[src/usm_cfg.svh]
`ifndef USM_CFG_SVH
`define USM_CFG_SVH

// ==========================================================
// register byte addresses
`define USM_A_RCS       8'h00
`define USM_A_RXBUF     8'h04
`define USM_A_TXBUF     8'h08
`define USM_A_TXS       8'h0C
`define USM_A_BAUD      8'h10
`define USM_A_DIVH      8'h14
`define USM_A_DIVL      8'h18
`define USM_A_FLAGS     8'h1C
`define USM_A_IEN       8'h20

// ==========================================================
// rx_control_status fields
`define USM_RCS_SERIAL_PORT_ENABLE    7
`define USM_RCS_RX9     6
`define USM_RCS_SINGLE_RECEIVE_ENABLE    5
`define USM_RCS_CONTINUOUS_RECEIVE_ENABLE    4
`define USM_RCS_OERR    1
`define USM_RCS_RECEIVE_NINTH_DATA    0
// tx_control_status fields
`define USM_TXS_CLOCK_SOURCE_MASTER_SEL    7
`define USM_TXS_TX9     6
`define USM_TXS_TRANSMIT_ENABLE    5
`define USM_TXS_SYNC    4
`define USM_TXS_SHIFT_REGISTER_EMPTY    1
`define USM_TXS_TRANSMIT_NINTH_DATA    0
// baud_control fields
`define USM_BC_RCIDL    6
`define USM_BC_POL      4
`define USM_BC_WIDE     3
// flag and enable fields
`define USM_F_TX        0
`define USM_F_RX        1

// ==========================================================
// reset values and counts
`define USM_RST_BYTE    8'h00
`define USM_RST_DIV     16'h0000
`define USM_BITS_8      4'h7
`define USM_BITS_9      4'h8
`define USM_RESP_OK     2'h0
`define USM_RESP_ERR    2'h2

`endif

[src/usm_pkg.sv]
// ==========================================================
// shared types
package usm_pkg;

	typedef enum logic [1:0] {
		USM_IDLE = 2'b00,
		USM_TX   = 2'b01,
		USM_RX   = 2'b10
	} usm_state_t;

	typedef struct packed {
		logic ck;
		logic ck_oe;
		logic dt;
		logic dt_oe;
	} usm_pins_t;

	typedef struct packed {
		logic [7:0] data;
		logic       ninth;
	} usm_word_t;

endpackage : usm_pkg

[src/usm_baud_gen.sv]
`include "usm_cfg.svh"

// ==========================================================
// half-period tick generator
module usm_baud_gen #(
	parameter int DIV_W = 16
) (
	// clock and reset
	input  wire logic             sys_clk,
	input  wire logic             srst,
	// control
	input  wire logic             run,
	input  wire logic             wide,
	input  wire logic [DIV_W-1:0] div,
	// output
	output logic                  tick
);

	logic [DIV_W-1:0] cnt_q;
	logic             tick_q;
	wire  [DIV_W-1:0] reload = wide ? div : {{(DIV_W-8){1'b0}}, div[7:0]};
	wire              zero   = (cnt_q == '0);

	always_ff @(posedge sys_clk) begin
		if (srst || !run) begin
			cnt_q  <= '0;
			tick_q <= 1'b0;
		end else begin
			cnt_q  <= zero ? reload : cnt_q - 1'b1;
			tick_q <= zero;
		end
	end

	assign tick = tick_q;

endmodule : usm_baud_gen

[src/usm_sync_master.sv]
// ==========================================================
// What this block does
// - clock master only while the clock source select bit is set.
// - half duplex: transmit and receive never run together.
// - synchronous operation needs the synchronous select bit.
// - port enable turns pins into shift clock and data lines.
// - master drives the shift clock for both directions.
// - polarity bit picks the idle level of the clock line.
// - shift register reloads from buffer right after the last bit.
// - buffer to shift register transfer takes one cycle, then flag sets.
// - buffer empty flag ignores enables and software; buffer write clears it.
// - transmit request only while transmit interrupt enable is set.
// - read-only shift register empty status; shift register not visible.
// - divisor registers and width select set the shift clock rate.
// - nine-bit option sends the ninth data bit with each word.
// - single or continuous receive enable starts reception.
// - data line sampled on each falling shift clock edge.
// - single receives one word; continuous keeps going and wins.
// - receive complete flag sets per word; request needs its enable.
// - clearing continuous receive enable clears the overrun status.
// - reading the receive buffer clears the receive complete flag.
//
// The implementer's own choices: the placing of the registers and the AXI4-Lite interface to the registers.
`include "usm_cfg.svh"

module usm_sync_master
	import usm_pkg::*;
#(
	parameter int DIV_W = 16
) (
	// clock and reset
	input  wire logic        sys_clk,
	input  wire logic        srst,
	// axi4-lite write address
	input  wire logic [7:0]  s_axi_awaddr,
	input  wire logic        s_axi_awvalid,
	output logic             s_axi_awready,
	// axi4-lite write data
	input  wire logic [31:0] s_axi_wdata,
	input  wire logic [3:0]  s_axi_wstrb,
	input  wire logic        s_axi_wvalid,
	output logic             s_axi_wready,
	// axi4-lite write response
	output logic [1:0]       s_axi_bresp,
	output logic             s_axi_bvalid,
	input  wire logic        s_axi_bready,
	// axi4-lite read address
	input  wire logic [7:0]  s_axi_araddr,
	input  wire logic        s_axi_arvalid,
	output logic             s_axi_arready,
	// axi4-lite read data
	output logic [31:0]      s_axi_rdata,
	output logic [1:0]       s_axi_rresp,
	output logic             s_axi_rvalid,
	input  wire logic        s_axi_rready,
	// shift clock line
	output logic             ck_o,
	output logic             ck_oe,
	// serial data line
	input  wire logic        dt_i,
	output logic             dt_o,
	output logic             dt_oe,
	// interrupt requests
	output logic             tx_irq,
	output logic             rx_irq
);

	// ==========================================================
	// state
	usm_state_t     st_q, st_d;
	usm_pins_t      pin_q, pin_d;
	usm_word_t      rxw;
	logic [8:0]     tsr_q, tsr_d;
	logic [8:0]     rsr_q, rsr_d;
	logic [3:0]     bit_q, bit_d;
	logic           half_q, half_d;
	logic           load, rx_done;
	logic           dt_m_q, dt_s_q;
	logic           serial_port_enable_q, rx9_q, single_receive_enable_q, continuous_receive_enable_q, oerr_q, receive_ninth_data_q;
	logic           clock_source_master_sel_q, tx9_q, transmit_enable_q, sync_q, transmit_ninth_data_q;
	logic           pol_q, wide_q;
	logic [7:0]     divh_q, divl_q;
	logic [7:0]     txbuf_q, rxbuf_q;
	logic           tbe_q, rcf_q, txie_q, rcie_q;
	logic           tx_irq_q, rx_irq_q;
	logic           awr_q, bvalid_q, arr_q, rvalid_q;
	logic [1:0]     bresp_q, rresp_q;
	logic [31:0]    rdata_q;
	logic           tick;

	// ==========================================================
	// bus decode
	wire       aw_take = s_axi_awvalid & s_axi_wvalid & ~awr_q & ~bvalid_q;
	wire       ar_take = s_axi_arvalid & ~arr_q & ~rvalid_q;
	wire       wr_en   = awr_q & s_axi_wstrb[0];
	wire       rd_en   = arr_q;
	wire [7:0] wd      = s_axi_wdata[7:0];
	wire       w_rcs   = wr_en & (s_axi_awaddr == `USM_A_RCS);
	wire       w_txbuf = wr_en & (s_axi_awaddr == `USM_A_TXBUF);
	wire       w_txs   = wr_en & (s_axi_awaddr == `USM_A_TXS);
	wire       w_baud  = wr_en & (s_axi_awaddr == `USM_A_BAUD);
	wire       w_divh  = wr_en & (s_axi_awaddr == `USM_A_DIVH);
	wire       w_divl  = wr_en & (s_axi_awaddr == `USM_A_DIVL);
	wire       w_ien   = wr_en & (s_axi_awaddr == `USM_A_IEN);
	wire       r_rxbuf = rd_en & (s_axi_araddr == `USM_A_RXBUF);
	wire       w_hit   = (s_axi_awaddr == `USM_A_RCS) | (s_axi_awaddr == `USM_A_RXBUF)
	                   | (s_axi_awaddr == `USM_A_TXBUF) | (s_axi_awaddr == `USM_A_TXS)
	                   | (s_axi_awaddr == `USM_A_BAUD) | (s_axi_awaddr == `USM_A_DIVH)
	                   | (s_axi_awaddr == `USM_A_DIVL) | (s_axi_awaddr == `USM_A_FLAGS)
	                   | (s_axi_awaddr == `USM_A_IEN);

	// ==========================================================
	// register read view
	wire       shift_register_empty = (st_q != USM_TX) & ~load;
	wire [7:0] rcs_v = {serial_port_enable_q, rx9_q, single_receive_enable_q, continuous_receive_enable_q, 2'b00, oerr_q, receive_ninth_data_q};
	wire [7:0] txs_v = {clock_source_master_sel_q, tx9_q, transmit_enable_q, sync_q, 2'b00, shift_register_empty, transmit_ninth_data_q};
	wire [7:0] bc_v  = {1'b0, st_q != USM_RX, 1'b0, pol_q, wide_q, 3'b000};
	wire [7:0] fl_v  = {6'b000000, rcf_q, tbe_q};
	wire [7:0] ie_v  = {6'b000000, rcie_q, txie_q};
	logic [7:0] rd_byte;
	logic       rd_hit;

	always_comb begin
		rd_hit = 1'b1;
		unique case (s_axi_araddr)
			`USM_A_RCS:   rd_byte = rcs_v;
			`USM_A_RXBUF: rd_byte = rxbuf_q;
			`USM_A_TXBUF: rd_byte = txbuf_q;
			`USM_A_TXS:   rd_byte = txs_v;
			`USM_A_BAUD:  rd_byte = bc_v;
			`USM_A_DIVH:  rd_byte = divh_q;
			`USM_A_DIVL:  rd_byte = divl_q;
			`USM_A_FLAGS: rd_byte = fl_v;
			`USM_A_IEN:   rd_byte = ie_v;
			default: begin
				rd_byte = `USM_RST_BYTE;
				rd_hit  = 1'b0;
			end
		endcase
	end

	// ==========================================================
	// axi4-lite handshakes
	always_ff @(posedge sys_clk) begin
		if (srst) begin
			awr_q    <= 1'b0;
			bvalid_q <= 1'b0;
			bresp_q  <= `USM_RESP_OK;
			arr_q    <= 1'b0;
			rvalid_q <= 1'b0;
			rresp_q  <= `USM_RESP_OK;
			rdata_q  <= '0;
		end else begin
			awr_q <= aw_take;
			arr_q <= ar_take;
			if (awr_q) begin
				bvalid_q <= 1'b1;
				bresp_q  <= w_hit ? `USM_RESP_OK : `USM_RESP_ERR;
			end else if (s_axi_bready) begin
				bvalid_q <= 1'b0;
			end
			if (arr_q) begin
				rvalid_q <= 1'b1;
				rresp_q  <= rd_hit ? `USM_RESP_OK : `USM_RESP_ERR;
				rdata_q  <= {24'h000000, rd_byte};
			end else if (s_axi_rready) begin
				rvalid_q <= 1'b0;
			end
		end
	end

	// ==========================================================
	// control registers
	wire go_master = serial_port_enable_q & sync_q & clock_source_master_sel_q;
	wire rx_req    = single_receive_enable_q | continuous_receive_enable_q;
	wire continuous_receive_enable_off  = w_rcs & ~wd[`USM_RCS_CONTINUOUS_RECEIVE_ENABLE];

	always_ff @(posedge sys_clk) begin
		if (srst) begin
			{serial_port_enable_q, rx9_q, single_receive_enable_q, continuous_receive_enable_q, receive_ninth_data_q} <= '0;
			{clock_source_master_sel_q, tx9_q, transmit_enable_q, sync_q, transmit_ninth_data_q} <= '0;
			{pol_q, wide_q, txie_q, rcie_q}         <= '0;
			divh_q <= 8'(`USM_RST_DIV >> 8);
			divl_q <= 8'(`USM_RST_DIV);
		end else begin
			if (w_rcs) begin
				serial_port_enable_q <= wd[`USM_RCS_SERIAL_PORT_ENABLE];
				rx9_q  <= wd[`USM_RCS_RX9];
				single_receive_enable_q <= wd[`USM_RCS_SINGLE_RECEIVE_ENABLE];
				continuous_receive_enable_q <= wd[`USM_RCS_CONTINUOUS_RECEIVE_ENABLE];
			end else if (rx_done && !continuous_receive_enable_q) begin
				single_receive_enable_q <= 1'b0;
			end
			if (rx_done)
				receive_ninth_data_q <= rxw.ninth;
			if (w_txs) begin
				clock_source_master_sel_q <= wd[`USM_TXS_CLOCK_SOURCE_MASTER_SEL];
				tx9_q  <= wd[`USM_TXS_TX9];
				transmit_enable_q <= wd[`USM_TXS_TRANSMIT_ENABLE];
				sync_q <= wd[`USM_TXS_SYNC];
				transmit_ninth_data_q <= wd[`USM_TXS_TRANSMIT_NINTH_DATA];
			end
			if (w_baud) begin
				pol_q  <= wd[`USM_BC_POL];
				wide_q <= wd[`USM_BC_WIDE];
			end
			if (w_divh)
				divh_q <= wd;
			if (w_divl)
				divl_q <= wd;
			if (w_ien) begin
				txie_q <= wd[`USM_F_TX];
				rcie_q <= wd[`USM_F_RX];
			end
		end
	end

	// ==========================================================
	// buffers and flags
	always_ff @(posedge sys_clk) begin
		if (srst) begin
			txbuf_q  <= `USM_RST_BYTE;
			rxbuf_q  <= `USM_RST_BYTE;
			tbe_q    <= 1'b1;
			rcf_q    <= 1'b0;
			oerr_q   <= 1'b0;
			tx_irq_q <= 1'b0;
			rx_irq_q <= 1'b0;
		end else begin
			if (w_txbuf)
				txbuf_q <= wd;
			if (load)
				tbe_q <= 1'b1;
			else if (w_txbuf)
				tbe_q <= 1'b0;
			if (rx_done)
				rcf_q <= 1'b1;
			else if (r_rxbuf)
				rcf_q <= 1'b0;
			if (rx_done && (!rcf_q || r_rxbuf))
				rxbuf_q <= rxw.data;
			if (rx_done && rcf_q && !r_rxbuf)
				oerr_q <= 1'b1;
			else if (continuous_receive_enable_off)
				oerr_q <= 1'b0;
			tx_irq_q <= tbe_q & txie_q;
			rx_irq_q <= rcf_q & rcie_q;
		end
	end

	// ==========================================================
	// shift clock generator
	usm_baud_gen #(
		.DIV_W (DIV_W)
	) u_baud (
		.sys_clk (sys_clk),
		.srst    (srst),
		.run     (st_q != USM_IDLE),
		.wide    (wide_q),
		.div     ({divh_q, divl_q}),
		.tick    (tick)
	);

	// ==========================================================
	// data line synchroniser
	always_ff @(posedge sys_clk) begin
		if (srst) begin
			dt_m_q <= 1'b0;
			dt_s_q <= 1'b0;
		end else begin
			dt_m_q <= dt_i;
			dt_s_q <= dt_m_q;
		end
	end

	// ==========================================================
	// shift engine
	wire       nine     = (st_q == USM_TX) ? tx9_q : rx9_q;
	wire [3:0] last_bit = nine ? `USM_BITS_9 : `USM_BITS_8;
	wire       is_last  = (bit_q == last_bit);
	wire       tx_go    = go_master & transmit_enable_q & ~tbe_q;
	wire [8:0] rsr_shift = {dt_s_q, rsr_q[8:1]};

	assign rxw.data  = rx9_q ? rsr_shift[7:0] : rsr_shift[8:1];
	assign rxw.ninth = rx9_q & rsr_shift[8];

	always_comb begin
		st_d    = st_q;
		tsr_d   = tsr_q;
		rsr_d   = rsr_q;
		bit_d   = bit_q;
		half_d  = half_q;
		pin_d   = pin_q;
		load    = 1'b0;
		rx_done = 1'b0;
		unique case (st_q)
			USM_IDLE: begin
				pin_d.ck = 1'b0;
				half_d   = 1'b0;
				bit_d    = '0;
				if (tx_go) begin
					load = 1'b1;
					st_d = USM_TX;
				end else if (go_master && rx_req) begin
					st_d = USM_RX;
				end
			end
			USM_TX: begin
				if (!go_master || !transmit_enable_q) begin
					st_d     = USM_IDLE;
					pin_d.ck = 1'b0;
				end else if (tick && !half_q) begin
					pin_d.ck = 1'b1;
					pin_d.dt = tsr_q[0];
					half_d   = 1'b1;
				end else if (tick) begin
					pin_d.ck = 1'b0;
					half_d   = 1'b0;
					tsr_d    = {1'b0, tsr_q[8:1]};
					bit_d    = bit_q + 4'h1;
					if (is_last) begin
						bit_d = '0;
						if (!tbe_q)
							load = 1'b1;
						else
							st_d = USM_IDLE;
					end
				end
			end
			USM_RX: begin
				if (!go_master || !rx_req) begin
					st_d     = USM_IDLE;
					pin_d.ck = 1'b0;
				end else if (tick && !half_q) begin
					pin_d.ck = 1'b1;
					half_d   = 1'b1;
				end else if (tick) begin
					pin_d.ck = 1'b0;
					half_d   = 1'b0;
					rsr_d    = rsr_shift;
					bit_d    = bit_q + 4'h1;
					if (is_last) begin
						rx_done = 1'b1;
						st_d    = USM_IDLE;
					end
				end
			end
		endcase
		if (load)
			tsr_d = {transmit_ninth_data_q, txbuf_q};
		pin_d.ck_oe = go_master;
		pin_d.dt_oe = (st_d == USM_TX);
	end

	always_ff @(posedge sys_clk) begin
		if (srst) begin
			st_q   <= USM_IDLE;
			tsr_q  <= '0;
			rsr_q  <= '0;
			bit_q  <= '0;
			half_q <= 1'b0;
			pin_q  <= '0;
		end else begin
			st_q   <= st_d;
			tsr_q  <= tsr_d;
			rsr_q  <= rsr_d;
			bit_q  <= bit_d;
			half_q <= half_d;
			pin_q  <= pin_d;
		end
	end

	// ==========================================================
	// outputs
	logic ck_out_q;

	always_ff @(posedge sys_clk) begin
		if (srst)
			ck_out_q <= 1'b0;
		else
			ck_out_q <= pin_d.ck ^ pol_q;
	end

	assign ck_o          = ck_out_q;
	assign ck_oe         = pin_q.ck_oe;
	assign dt_o          = pin_q.dt;
	assign dt_oe         = pin_q.dt_oe;
	assign tx_irq        = tx_irq_q;
	assign rx_irq        = rx_irq_q;
	assign s_axi_awready = awr_q;
	assign s_axi_wready  = awr_q;
	assign s_axi_bvalid  = bvalid_q;
	assign s_axi_bresp   = bresp_q;
	assign s_axi_arready = arr_q;
	assign s_axi_rvalid  = rvalid_q;
	assign s_axi_rresp   = rresp_q;
	assign s_axi_rdata   = rdata_q;

endmodule : usm_sync_master

[config.mk]
export PLATFORM = sky130hd
export DESIGN_NAME = usm_sync_master
export DESIGN_NICKNAME = d
export VERILOG_FILES = /design/src/usm_pkg.sv /design/src/usm_baud_gen.sv /design/src/usm_sync_master.sv
export VERILOG_INCLUDE_DIRS = /design/src
export SDC_FILE = /design/constraint.sdc
export NUM_CORES = 1
export LEC_CHECK = 0
export BUFFER_PORTS_ARGS = -buffer_cell sky130_fd_sc_hd__buf_2
export CORE_MARGIN = 3
export CORE_UTILIZATION = 55
export CTS_CLUSTER_DIAMETER = 50
export DETAILED_ROUTE_END_ITERATION = 10
export GPL_TIMING_DRIVEN = 0
export PLACE_DENSITY_LB_ADDON = 0.1
export REMOVE_ABC_BUFFERS = 1
export SKIP_LAST_GASP = 1
export SLEW_MARGIN = 40
export SYNTH_ARGS = -nofsm -noshare
export SYNTH_HDL_FRONTEND = slang
export SYNTH_SLANG_ARGS = --single-unit
[constraint.sdc]
create_clock -name sys_clk -period 2.5 [get_ports sys_clk]
set_input_delay 0.125 -clock sys_clk [delete_from_list [all_inputs] [get_ports sys_clk]]
set_output_delay 0.125 -clock sys_clk [all_outputs]
set_load 0.05 [all_outputs]
### Word level (Yosys, flattened, before mapping)

Index checks and enable logic that the tools add are counted.

* bits in registers: 116
* output and inout bits: 47
* word-level logic and storage cells: 222

* add/sub/neg operators: 2
* eq/ne operators: 30
* muxes and demuxes: 66
* bitwise operators: 43
* reduce and logical (&&, ||, !) cells: 37

Operators with widths (number)
* 8-bit one-hot mux with 9 select lines: 1
* 8-bit by 5-bit == test with 1-bit output, second input constant: 8
* 9-bit 2-to-1 mux: 5
* 8-bit by 4-bit == test with 1-bit output, second input constant: 4
* 16-bit 2-to-1 mux: 2
* 4-bit 2-to-1 mux: 8
* 1-bit 2-to-1 mux: 31
* 2-bit 2-to-1 mux: 13
* 1-bit bitwise AND: 23
* 8-bit by 3-bit == test with 1-bit output, second input constant: 2
* 8-bit by 6-bit == test with 1-bit output, second input constant: 2
* 16-bit zero test: 1
* 8-bit zero test: 2
* 2-bit nonzero test: 8
* 16-bit by 1-bit subtractor with 16-bit output, second input constant: 1
* 2-bit != test, second input constant: 7
* 4-bit one-hot mux with 3 select lines: 1
* 1-bit NOT: 10
* 1-bit bitwise OR: 9
* 9-bit OR reduction: 1
* 1-bit zero test: 8
* 8-bit 2-to-1 mux: 1
* 4-bit AND reduction: 2
* 1-bit logical AND: 6
* 15 further kinds: 22

### Logic depth before layout (Yosys ltp)

* word-level depth: 12
* mapped depth: 10
* depth with buffers taken out: 7

### Hierarchy

Synthesis repeated with hierarchy kept, for this count alone.

* cell total of the unflattened synthesis: 622
* area, all modules: 5556.6 µm²

By module, submodules not included
* usm_sync_master: times used 1, cells each 515, area each 4581.9 µm², seq. area each 1921.8 µm²
* usm_baud_gen: times used 1, cells each 107, area each 974.7 µm², seq. area each 340.3 µm²

### Worst setup path after synthesis

No wires, ideal clock.

* path type: flip-flop to flip-flop
* from: register u_baud.cnt_q[0]
* to: register u_baud.cnt_q[12]
* arrival time: 1.956 ns
* setup slack: 0.407 ns
* stages on the path, launching flop included: 9
* path through: dfxtp_1 inv_1 ha_1 or4b_2 or4_1 clkbuf_1 buf_2 a21oi_1 a211oi_1

* cells in the longest elaborated chain, start to end: 2
* elaborated cells between the ends (all ways): 3
* classes of those cells: 1 x add/sub; 1 x mux; 1 x reduce/logical

RTL lines
* start: declaration: line usm_baud_gen.sv:19 `logic [DIV_W-1:0] cnt_q;`
* start signal: assignment: line usm_baud_gen.sv:29 `cnt_q <= zero ? reload : cnt_q - 1'b1;`
* 16-bit by 1-bit subtractor with 16-bit output / 16-bit zero test (equally long branches): line usm_baud_gen.sv:29, usm_baud_gen.sv:22
* 16-bit 2-to-1 mux *: line usm_baud_gen.sv:29

Every way passes the cells marked *; elsewhere a longest branch is shown, timed or not.
A chain may end at the register's enable or synchronous reset.

### Worst setup path after layout

* from: register st_q[1]
* to: register bit_q[2]

* cells in the longest elaborated chain, start to end: 9
* elaborated cells between the ends (all ways): 18
* classes of those cells: 9 x eq/ne; 7 x mux; 2 x reduce/logical

RTL lines
* start: declaration: line usm_sync_master.sv:70 `usm_state_t st_q, st_d;`
* start signal: assignment: line usm_sync_master.sv:364 `st_q <= st_d;`
* 2-bit by 1-bit == test with 1-bit output: line usm_sync_master.sv:278, usm_sync_master.sv:296
* 1-bit 2-to-1 mux: line usm_sync_master.sv:278 `wire nine = (st_q == USM_TX) ? tx9_q : rx9_q;`
* 4-bit 2-to-1 mux (no line)
* 4-bit == test: line usm_sync_master.sv:280 `wire is_last = (bit_q == last_bit);`
* 4-bit 2-to-1 mux: line usm_sync_master.sv:321 `if (is_last) begin`
* 4-bit 2-to-1 mux: line usm_sync_master.sv:316 `end else if (tick) begin`
* 4-bit 2-to-1 mux: line usm_sync_master.sv:312 `end else if (tick && !half_q) begin`
* 4-bit 2-to-1 mux: line usm_sync_master.sv:309 `if (!go_master || !transmit_enable_q) begin`
* 4-bit one-hot mux with 3 select lines: line usm_sync_master.sv:296 `unique case (st_q)`
* end signal: assignment: line usm_sync_master.sv:367 `bit_q <= bit_d;`
* end: declaration: line usm_sync_master.sv:75 `logic [3:0] bit_q, bit_d;`

Parallel ways exist; a longest one is shown, timed or not. The select of a mux whose other input is x is not followed.

==> results.toml <==
[finish]
area_delta_synth_final_pct = 18.3
layout_common_cells = "dfxtp_1, nor2_1, mux2i_1"
final_cell_area_mm2 = 0.00650
layout-drive-gt1-share = 0.168
n_antenna_cell = 0
mostFrequentLayoutCell = "dfxtp_1"
n_fill_cell = 763
nets = 733
stdcell_count = 807

[status]
run_status = "finished, final reports clean"

[clock_tree]
cts_made_buffers = 17
htree_levels = 4
post_cts_buffers = 0
clkSinkCount = 113
path_clk_slew_ps = 50
clkLatencyLatePin_ps = 520
clockBufferDepth = 2
cts_root_buf = "clkbuf_8"
cts_tree = "built"

[pwr]
p_per_area_mw_per_mm2 = 719
p_seq_frac = 0.389
p_sw_frac = 0.217
p_leak_nw = 2.69
peakVddDrop_v = 0.000461
internal-power_w = 0.00366
switching_power_w = 0.00101
share_comb_of_total_power = 0.055
clkPwrFrac = 0.556
power_w = 0.00467

[critical_path]
critPathBufInv = 1
start_kind = "flop"
slowest_stage = "mux2_2"
end_kind = "flop"
ff2ff_path_depth = 7
crit_path_max_fanout = 9
cpPeakStageDelay_ps = 460
worst_path_dominant_cell_family = "multiplexers"
critPathArrivalTime_ps = 2760
worstPathCellList = "inv_1 > ha_1 > mux2i_1 > mux2_2 > o31ai_2 > nand4b_1 > a31oi_1"
crit_required_ps = 2950
path_class = "reg -> reg"
cp.depth = 7

[sta]
setup_viol = 0
whs_ps = 3.42
skew_ps = 7.70
rsz0062_at_grt = "false"
relSlewSlack = 0.445
period_share = 0.928
maxSlewViolCount = 0
finalHoldViolCount = 0
worstMarginPinSlew_ps = 825
clock.fmax_mhz = 431
period_minus_slack_ps = 2320
worst_slack_ps = 180

[yosys]
ys_ff_latch = 113
synth_warnings = 0
synth_cell_types = 64
synth_edf_count = 0
synthArstFlopShare = 0
netlist_instances = 614
synth_area_mm2 = 0.00549
synth_ff_type = "dfxtp_1"
yosysSeqAreaShare = 0.412
avgSynthCellArea_um2 = 8.95

[die]
die_w_um = 106
core_region_area_mm2 = 0.00946
dieArea_mm2 = 0.0112
rows = 35
die_h_um = 106
ios = 107
start_util = 0.581

[flow_run]
timing.max_cap.violations = 0

[global_routing]
gr-usage-all-layers = 0.248
antenna_found_initial = 0
first_global_vias = 4421
grt_max_degree = 48
grt-ovfl-total = 0
grt_pass1_wl_um = 22200

[drt]
detail_route.wirelength_um = 13400
drc = 0
final_antenna_net_count = 0
via_per_inst = 5.73
drt_first_pass_iters = 5
drtIter0Drc = 237
via_count = 4623
wl_per_cell_um = 16.6

[placement]
dpl.hpwl_um = 9280
placed_cells = 760
place_ws_ps = -65.2
io_buffers = 53
postPlaceCellArea_mm2 = 0.00567
place_congestion = 0.906

[hold_path]
whs_path_depth = 4
hold_class = "in -> reg"
## worst register-to-register path: stages, from the launching register on
cell	delay, ps
dfxtp_1	330
inv_1	100
ha_1	340
mux2i_1	270
mux2_2	460
o31ai_2	430
nand4b_1	160
a31oi_1	170
## registers in the layout, summed over array words and instances (netlist names), 8 cells and up
| name | count |
|---|---|
| s_axi_rdata | 8 |
| tsr_q | 9 |
| rsr_q | 8 |
| divl_q | 8 |
| u_baud.cnt_q | 16 |
| txbuf_q | 8 |
| rxbuf_q | 8 |
| divh_q | 8 |
## power by group through the flow
stage | clock, W | combinational (W) | sequential [W]
detailed placement | 0 | 0.000236 | 0.00185
finish | 0.00260 | 0.000259 | 0.00182
global route | 0.00270 | 0.000275 | 0.00182
global placement | 0 | 0.000229 | 0.00185
floorplan | 0 | 0.000119 | 0.00187
CTS | 0.00262 | 0.000256 | 0.00182
## worst paths after layout
kind	from	endpoint	slack, ps
max reg2reg	st_q[1]	bit_q[2]	180
min	s_axi_awaddr[5]	continuous_receive_enable_q	3
max	st_q[1]	bit_q[2]	180
min reg2reg	dt_m_q	dt_s_q	430
## metal layers
| metal | vias up | global-route usage | wire length, um |
|---|---|---|---|
| li1 | 2254 | - | - |
| met1 | 2219 | 0.318 | 6110 |
| met2 | 126 | 0.422 | 6430 |
| met3 | 24 | 0.0407 | 613 |
| met4 | 0 | 0.0925 | 282 |
| met5 | - | 0 | 0 |
## Yosys cell counts, drive strengths merged, types with 2 or more instances
| library cell | instances | share of area |
|---|---|---|
| dfxtp | 113 | 0.41 |
| nor2 | 89 | 0.062 |
| mux2i | 60 | 0.11 |
| nand2 | 45 | 0.031 |
| buf | 41 | 0.054 |
| a21oi | 31 | 0.028 |
| nand3 | 27 | 0.025 |
| a211oi | 24 | 0.036 |
| clkbuf | 21 | 0.014 |
| nor3 | 11 | 0.010 |
| inv | 10 | 0.0068 |
| xnor2 | 9 | 0.014 |
| a22oi | 8 | 0.011 |
| nor2b | 8 | 0.0091 |
| o21ai | 8 | 0.0073 |
| and3 | 7 | 0.0080 |
| ha | 7 | 0.016 |
| a22o | 6 | 0.0096 |
| a31oi | 6 | 0.0068 |
| nand3b | 6 | 0.0082 |
| nand4 | 5 | 0.0057 |
| nor3b | 5 | 0.0077 |
| a311oi | 4 | 0.0075 |
| mux2 | 4 | 0.0082 |
| nand2b | 4 | 0.0046 |
| nor4 | 4 | 0.0046 |
| o211ai | 4 | 0.0055 |
| or2 | 4 | 0.0046 |
| or4 | 4 | 0.0061 |
| xor2 | 4 | 0.0064 |
| nor4b | 3 | 0.0048 |
| a221oi | 2 | 0.0032 |
| a32o | 2 | 0.0036 |
| a32oi | 2 | 0.0032 |
| and4b | 2 | 0.0036 |
| nand4b | 2 | 0.0032 |
| o221ai | 2 | 0.0032 |
| o31ai | 2 | 0.0027 |
| o32ai | 2 | 0.0032 |
| or4b | 2 | 0.0036 |
## stage by stage
stage / TNS, ps / utilization
finish: 0 / 0.687
global route: 0 / 0.687
CTS: 0 / 0.685
detailed placement: -104 / 0.599
global placement: -9.39 / 0.596
floorplan: 0 / -
## cells by family after synthesis
logic type      share of synthesized area
buf+inv                            0.0752
mux                                 0.122
xor+xnor                           0.0207
other cells                      0.000683
compound gates                      0.148
fa+ha+maj                          0.0159
flops                               0.412
simple gates                        0.206
## layout make-up
cell class	count	area, um2	share of cell area
Clock buffer	21	459	0.0707
Clock inverter	10	181	0.0279
Inverter	10	37.5	0.00578
Multi-Input combinational cell	454	2950	0.453
Sequential cell	113	2260	0.348
Tap cell	129	161	0.0248
Timing Repair Buffer	70	452	0.0695
## repair_timing
action,CTS,global route
resized for setup,3,3
endpoints found under the hold margin,51,0
hold buffers,16,0
setup endpoints to repair,7,13
Power figures use the tool's default switching activity.
